File: config.mk
export PLATFORM = sky130hd
export DESIGN_NAME = vje_top
export DESIGN_NICKNAME = d
export VERILOG_FILES = /design/src/rtl/vje_pkg.sv /design/src/rtl/vje_top.sv
export VERILOG_INCLUDE_DIRS = /design/src /design/src/rtl
export SDC_FILE = /design/constraint.sdc
export NUM_CORES = 1
export LEC_CHECK = 0
export ABC_AREA = 0
export BUFFER_PORTS_ARGS = -buffer_cell sky130_fd_sc_hd__clkbuf_2
export CORE_MARGIN = 3
export CORE_UTILIZATION = 55
export DETAILED_ROUTE_END_ITERATION = 10
export PLACE_DENSITY = 0.72
export SYNTH_ARGS = -nofsm -noshare
export SYNTH_HDL_FRONTEND = slang
export SYNTH_SLANG_ARGS = --single-unit
export TNS_END_PERCENT = 100
File: constraint.sdc
create_clock -name ref_clk -period 10.2 [get_ports ref_clk]
set_input_delay 2.04 -clock ref_clk [delete_from_list [all_inputs] [get_ports ref_clk]]
set_output_delay 2.04 -clock ref_clk [all_outputs]
set_load 0.02 [all_outputs]
File: src/rtl/vje_consts.svh
// vsync jitter eliminator constants: register offsets, field positions, resets
// assumes a byte-wide register port with 12-bit addresses and a 125 MHz clock
// Overview of operation
// - source select 0 passes raw vertical sync, 1 passes corrected sync while jitter removal is on, raw otherwise
// - auto field bit 0 disables field determination, 1 enables it
// - jitter removal runs only while control bit 2 holds 1
// - measure vertical sync falling edge phase against horizontal falling edges
// - vertical edge within a quarter line of horizontal edge snaps to fixed point
// - status holds read-only three-bit phase, one of eight phases
// - field flag 1 marks first dot-row field, 0 marks second
// - field flag names an overlay field, not the broadcast field
// - with jitter removal off only the second field is shown
// - with auto field cleared only the second field is shown
// - field decision comes from raw horizontal and vertical syncs

`ifndef VJE_CONSTS_SVH
`define VJE_CONSTS_SVH

// register offsets
`define VJE_CTRL_ADDR   12'hfe4
`define VJE_STAT_ADDR   12'hfe5

// control fields
`define VJE_BIT_SRCSEL  4
`define VJE_BIT_AUTOFLD 3
`define VJE_BIT_JREN    2
`define VJE_CTRL_RESET  8'h00

// status fields
`define VJE_BIT_FIELD   7
`define VJE_PHASE_HI    6
`define VJE_PHASE_LO    4

// line counter ceiling
`define VJE_CNT_MAX     14'h3fff

`endif

File: src/rtl/vje_pkg.sv
// vsync jitter eliminator shared types
// assumes the constants header is compiled alongside
`default_nettype none

package vje_pkg;

  typedef enum logic [1:0] {
    VJE_IDLE       = 2'b00,
    VJE_WAIT_EDGE  = 2'b01,
    VJE_WAIT_POINT = 2'b11,
    VJE_LOW        = 2'b10
  } vje_state_e;

  typedef logic [13:0] vje_cnt_t;
  typedef logic [2:0]  vje_phase_t;

endpackage : vje_pkg

`default_nettype wire

File: src/rtl/vje_top.sv
// vsync jitter eliminator: phase detector, sync snapping, field decision
// assumes active-low syncs synchronous to ref_clk and a one-cycle strobe port
//
// Strobed register access was chosen for this implementation.
`include "vje_consts.svh"
`default_nettype none

module vje_top
  import vje_pkg::*;
(
  // clock and reset
  input  wire logic        ref_clk,
  input  wire logic        sys_rst,
  // register port
  input  wire logic [11:0] regAddr,
  input  wire logic [7:0]  regWdata,
  input  wire logic        regWr,
  input  wire logic        regRd,
  output var  logic [7:0]  regRdata,
  // syncs from the video source
  input  wire logic        horizontalSyncIn_n,
  input  wire logic        verticalSyncIn_n,
  // syncs and field to the screen overlay
  output var  logic        hsyncOut_n,
  output var  logic        vsyncOut_n,
  output var  logic        fieldDetectFlag
);

  // phase of a line position in eighths of the line period
  function automatic vje_phase_t phaseOf(input vje_cnt_t cnt, input vje_cnt_t per);
    logic [16:0] scaled;
    logic [16:0] acc;
    vje_phase_t  ph;
    scaled = {cnt, 3'b000};
    acc    = 17'h00000;
    ph     = 3'h0;
    for (int k = 1; k < 8; k++) begin
      acc = acc + {3'b000, per};
      if (scaled >= acc) begin
        ph = 3'(k);
      end
    end
    return ph;
  endfunction

  // control register
  logic       srcSel;
  logic       autoField;
  logic       jitterEn;

  // sync edge tracking
  logic       vPrev_n;
  vje_cnt_t   hCnt;
  vje_cnt_t   hPeriod;

  // status
  vje_phase_t phaseInd;
  logic [7:0] statusWord;

  // snapping machine
  vje_state_e state;
  vje_state_e next_state;
  vje_cnt_t   target;
  vje_cnt_t   next_target;
  logic       snapV_n;
  logic       next_snapV_n;

  // decode
  wire logic       ctrlWrite = regWr && (regAddr == `VJE_CTRL_ADDR);
  wire logic       statRead  = regRd && (regAddr == `VJE_STAT_ADDR);

  // edges, the previous horizontal level is the registered output
  wire logic       hFall = hsyncOut_n & ~horizontalSyncIn_n;
  wire logic       vFall = vPrev_n & ~verticalSyncIn_n;

  wire vje_cnt_t   hCntInc   = (hCnt == `VJE_CNT_MAX) ? hCnt : hCnt + 14'h0001;
  wire vje_cnt_t   quarterPt = {2'b00, hPeriod[13:2]};
  wire vje_cnt_t   threeQPt  = quarterPt + {1'b0, hPeriod[13:1]};

  // phase and closeness to a horizontal edge
  wire vje_phase_t livePhase = phaseOf(hCnt, hPeriod);
  wire logic       lateNear  = (livePhase >= 3'h6);
  wire logic       nearEdge  = (livePhase <= 3'h1) || lateNear;

  // field choice for the overlay
  wire logic       fieldOn   = jitterEn & autoField;
  wire logic       nextField = fieldOn & nearEdge;

  // corrected sync when enabled, raw sync otherwise
  wire logic       routedV_n = (srcSel && jitterEn) ? snapV_n : verticalSyncIn_n;

  // control register writes
  always_ff @(posedge ref_clk) begin
    if (sys_rst) begin
      srcSel    <= 1'b0;
      autoField <= 1'b0;
      jitterEn  <= 1'b0;
    end else if (ctrlWrite) begin
      srcSel    <= regWdata[`VJE_BIT_SRCSEL];
      autoField <= regWdata[`VJE_BIT_AUTOFLD];
      jitterEn  <= regWdata[`VJE_BIT_JREN];
    end
  end

  // sync edge history
  always_ff @(posedge ref_clk) begin
    if (sys_rst) begin
      hsyncOut_n <= 1'b1;
      vPrev_n    <= 1'b1;
    end else begin
      hsyncOut_n <= horizontalSyncIn_n;
      vPrev_n    <= verticalSyncIn_n;
    end
  end

  // position within the line and measured line length
  always_ff @(posedge ref_clk) begin
    if (sys_rst) begin
      hCnt <= 14'h0000;
    end else if (hFall) begin
      hCnt <= 14'h0000;
    end else begin
      hCnt <= hCntInc;
    end
  end

  always_ff @(posedge ref_clk) begin
    if (sys_rst) begin
      hPeriod <= 14'h0000;
    end else if (hFall) begin
      hPeriod <= hCntInc;
    end
  end

  // phase and field captured once per vertical edge
  always_ff @(posedge ref_clk) begin
    if (sys_rst) begin
      phaseInd        <= 3'h0;
      fieldDetectFlag <= 1'b0;
    end else if (vFall) begin
      phaseInd        <= livePhase;
      fieldDetectFlag <= nextField;
    end
  end

  // snapping machine next state
  always_comb begin
    next_state   = state;
    next_target  = target;
    next_snapV_n = snapV_n;
    unique case (state)
      VJE_IDLE: begin
        if (vFall && jitterEn) begin
          next_target = nearEdge ? quarterPt : threeQPt;
          next_state  = lateNear ? VJE_WAIT_EDGE : VJE_WAIT_POINT;
        end
      end
      VJE_WAIT_EDGE: begin
        if (hFall) begin
          next_state = VJE_WAIT_POINT;
        end
      end
      VJE_WAIT_POINT: begin
        if (!hFall && (hCnt == target)) begin
          next_state   = VJE_LOW;
          next_snapV_n = 1'b0;
        end
      end
      VJE_LOW: begin
        if (verticalSyncIn_n && !hFall && (hCnt == target)) begin
          next_state   = VJE_IDLE;
          next_snapV_n = 1'b1;
        end
      end
    endcase
    if (!jitterEn) begin
      next_state   = VJE_IDLE;
      next_snapV_n = 1'b1;
    end
  end

  always_ff @(posedge ref_clk) begin
    if (sys_rst) begin
      state   <= VJE_IDLE;
      target  <= 14'h0000;
      snapV_n <= 1'b1;
    end else begin
      state   <= next_state;
      target  <= next_target;
      snapV_n <= next_snapV_n;
    end
  end

  // vertical sync to the overlay
  always_ff @(posedge ref_clk) begin
    if (sys_rst) begin
      vsyncOut_n <= 1'b1;
    end else begin
      vsyncOut_n <= routedV_n;
    end
  end

  // status word, reserved bits read zero
  always_comb begin
    statusWord                            = 8'h00;
    statusWord[`VJE_BIT_FIELD]            = fieldDetectFlag;
    statusWord[`VJE_PHASE_HI:`VJE_PHASE_LO] = phaseInd;
  end

  // read data for one cycle, zero otherwise and for the write-only control
  always_ff @(posedge ref_clk) begin
    if (sys_rst) begin
      regRdata <= 8'h00;
    end else begin
      regRdata <= statRead ? statusWord : 8'h00;
    end
  end
endmodule // vje_top

`default_nettype wire

==> out/results.txt <==
ANT cells - 0
Pre-antenna DRT Iters - 5
RSZ-0062 raised after global routing - false
Chip Height - 128 µm
Initial Utilization - 56.4%
Setup Viol. Count Final - 0
slowest CP cell - dfxtp_1
via/cell ratio - 6.07
Total Routing Usage GR - 25.2%
Hold Path End - regRdata[5]
routability cong. - 0.942
clk slew on worst S/H paths - 50 ps
CTS tree - yes
mapped cell area - 0.00822 mm²
most frequent CP cell - ha_1
Yosys cell types - 81
die area - 0.0165 mm²
cts bufs inserted - 9
Critical Path Stages - 39
Setup crit start kind - flip-flop
CP Data Required Time - 10380 ps
DR WL met3 - 678 µm
setup TNS - 0 ps
cts hold-fix bufs - 0
clock skew - 9.01 ps
Vias - 7437
post-DP HPWL - 16.5 mm
Tcrit/Tclk final - 93.1%
Clock Tree Buf Depth - 2
antenna violations before repair - 0
chip width - 128 µm
M1 WL - 9.78 mm
Reg-to-Reg Start - hPeriod[1]
Final Routed Wirelength - 20.4 mm
post-CTS resize count - 0
share of cells above drive strength 1 - 6.92%
top post-synthesis cells by count - ha_1, a21oi_1, inv_1, nor2_1, dfxtp_1
Least-Margin Pin Slew - 1140 ps
highest ir drop seen on vdd - 0.0000828 V
Warnings, synthesis - 0
Slew headroom - 23.7%
vias in the first global route - 7154
critical path's top delay family - compound AO/OA/AOI/OAI gates
status - complete, no violations
Max Cap Viol - 0
RR Endpoint - target[6]
hold depth - 1
Final Hold Viols - 0
register area share after synthesis - 14.4%
Crit Path Class - flip-flop to flip-flop
Seq cells post-synth - 59
Post-CTS Setup Bufs - 0
largest net degree at the start of global routing - 29
Buf/Inv on CP - 1
P&R area growth vs syn - 6.79%
share of the synthesized area in the top cell type - 25.4%
first-pass GRT wire length - 34.1 mm
DRC Markers - 0
Async SR Flop Fraction - 0%
Routed wire per std cell - 16.7 µm
Hold Crit Start - phaseInd[1]
routed wl met2 - 9.74 mm
Pwr Density - 74.7 mW/mm²
crit end category - flip-flop
PortBufs - 27
Remaining Overflow, GRT - 0
Leak - 4.25 nW
highest routed layer - met4
setup slack, reg-to-reg - 700 ps
synth top area cells - ha_1, dfxtp_1, xnor2_1
largest area contributor in the netlist - ha_1
Final #Nets - 1235
Worst path max stage delay - 490 ps
Hold WC Path Type - flip-flop to flip-flop
drt initial violations - 448
ANT nets after route - 0
H-tree levels - 3
R2R cell count - 39
Fmax - 105 MHz
CTS sink cnt - 59
worst hold margin - 453 ps
crit-path max FO - 15
Rows - 44
Slew Limit Fails - 0
top-count cell post-synth - ha_1
IO Pins - 37
EDFF count, synth - 0
root buf cell - clkbuf_16
dominant synthesized flop cell - dfxtp_1
worst-skew pair later-pin latency - 330 ps
Core Region - 0.0146 mm²
Syn Inst Count - 1020
Arr. time, crit path - 9680 ps
syn avg cell area - 8.06 µm²
Tmin final - 9500 ps
==> cells by family (layout without fill, tap and decap cells) <==
kind of cell | after synthesis | in the layout | share of synthesized area, %
xor+xnor | 98 | 98 | 10.7
other cells | 1 | 4 | 0.0456
compound gates | 311 | 311 | 25.4
mux | 10 | 10 | 1.23
fa+ha+maj | 172 | 172 | 26.6
simple gates | 260 | 260 | 16.2
flops | 59 | 59 | 14.4
buf+inv | 109 | 127 | 5.46
==> stage by stage <==
step	power [mW]	setup WS (ps)	utilization, %	cells	area [µm²]
CTS	0.657	805	60.2	1225	8780
floorplan	0.326	2280	-	1023	8230
detailed placement	0.361	840	58.2	1210	8490
global route	0.681	55.8	60.2	1225	8780
global placement	0.359	979	58.2	1210	8490
finish	0.656	703	60.2	1225	8780
==> sequential cells by signal, summed over array words and instances, names as in the netlist, 2 cells and up <==
signal and flops:
hCnt 14, hPeriod 14, target 14, regRdata 4, phaseInd 3, state 2
==> cell type report <==
type,count,area [µm²]
clock buffer,10,239
sequential,59,1180
inverter,82,313
multi-input combinational,855,6610
fill,1380,5810
timing repair buffer,30,158
clock inverter,5,53.8
tap,184,230
==> report_power, final <==
group | switching, mW | internal [mW]
Combinational | 0.0699 | 0.0493
Clock | 0.104 | 0.193
Sequential | 0.00578 | 0.234
==> worst register-to-register path, delay by kind of cell, from the launching register on <==
family | cells | cell delay (ps)
AND/OR/NAND/NOR | 6 | 780
multiplexers | 1 | 330
flip-flops | 1 | 490
buffers and inverters | 1 | 270
XOR/XNOR | 5 | 1130
adder cells (fa/ha/maj) | 7 | 2290
AO/OA/AOI/OAI | 19 | 4080
==> how the worst max path moves through the flow <==
stage	from	to	slack [ps]
6_report	hPeriod[1]	target[6]	700
5_1_grt	hPeriod[1]	target[6]	60
4_1_cts	hPeriod[1]	target[10]	800
3_5_place_dp	hPeriod[1]	target[10]	840
3_3_place_gp	hPeriod[1]	target[4]	980
2_1_floorplan	hPeriod[1]	target[0]	2280
==> metal layers <==
layer | vias up | GRT usage [%]
met5 | - | 0
met4 | 0 | 5.43
met3 | 26 | 1.96
met2 | 161 | 43.3
met1 | 3503 | 34.4
li1 | 3747 | -
==> placed cells by master (no fill, tap or decap), types with 4 or more instances in the layout <==
cell type,instances
o21ai_0,45
and2_1,10
clkbuf_2,27
a21oi_1,81
nor2_1,72
dfxtp_1,59
a31o_2,4
clkbuf_16,9
fa_1,5
or3_1,10
ha_1,167
nand2b_1,12
nand2_1,51
mux2i_1,9
a211o_1,4
o21a_1,13
or2_2,5
conb_1,4
nand3_1,24
xor2_1,40
and4_1,5
a21o_1,54
nor3_1,16
o21ai_1,4
inv_1,81
nor2b_1,15
o21bai_1,12
nor4_1,4
xnor2_1,56
a21boi_0,4
nand4_1,10
a32oi_1,9
a31oi_1,11
o22ai_1,16
and3_1,9
a211oi_1,13
(Power assumes the default switching activity.)
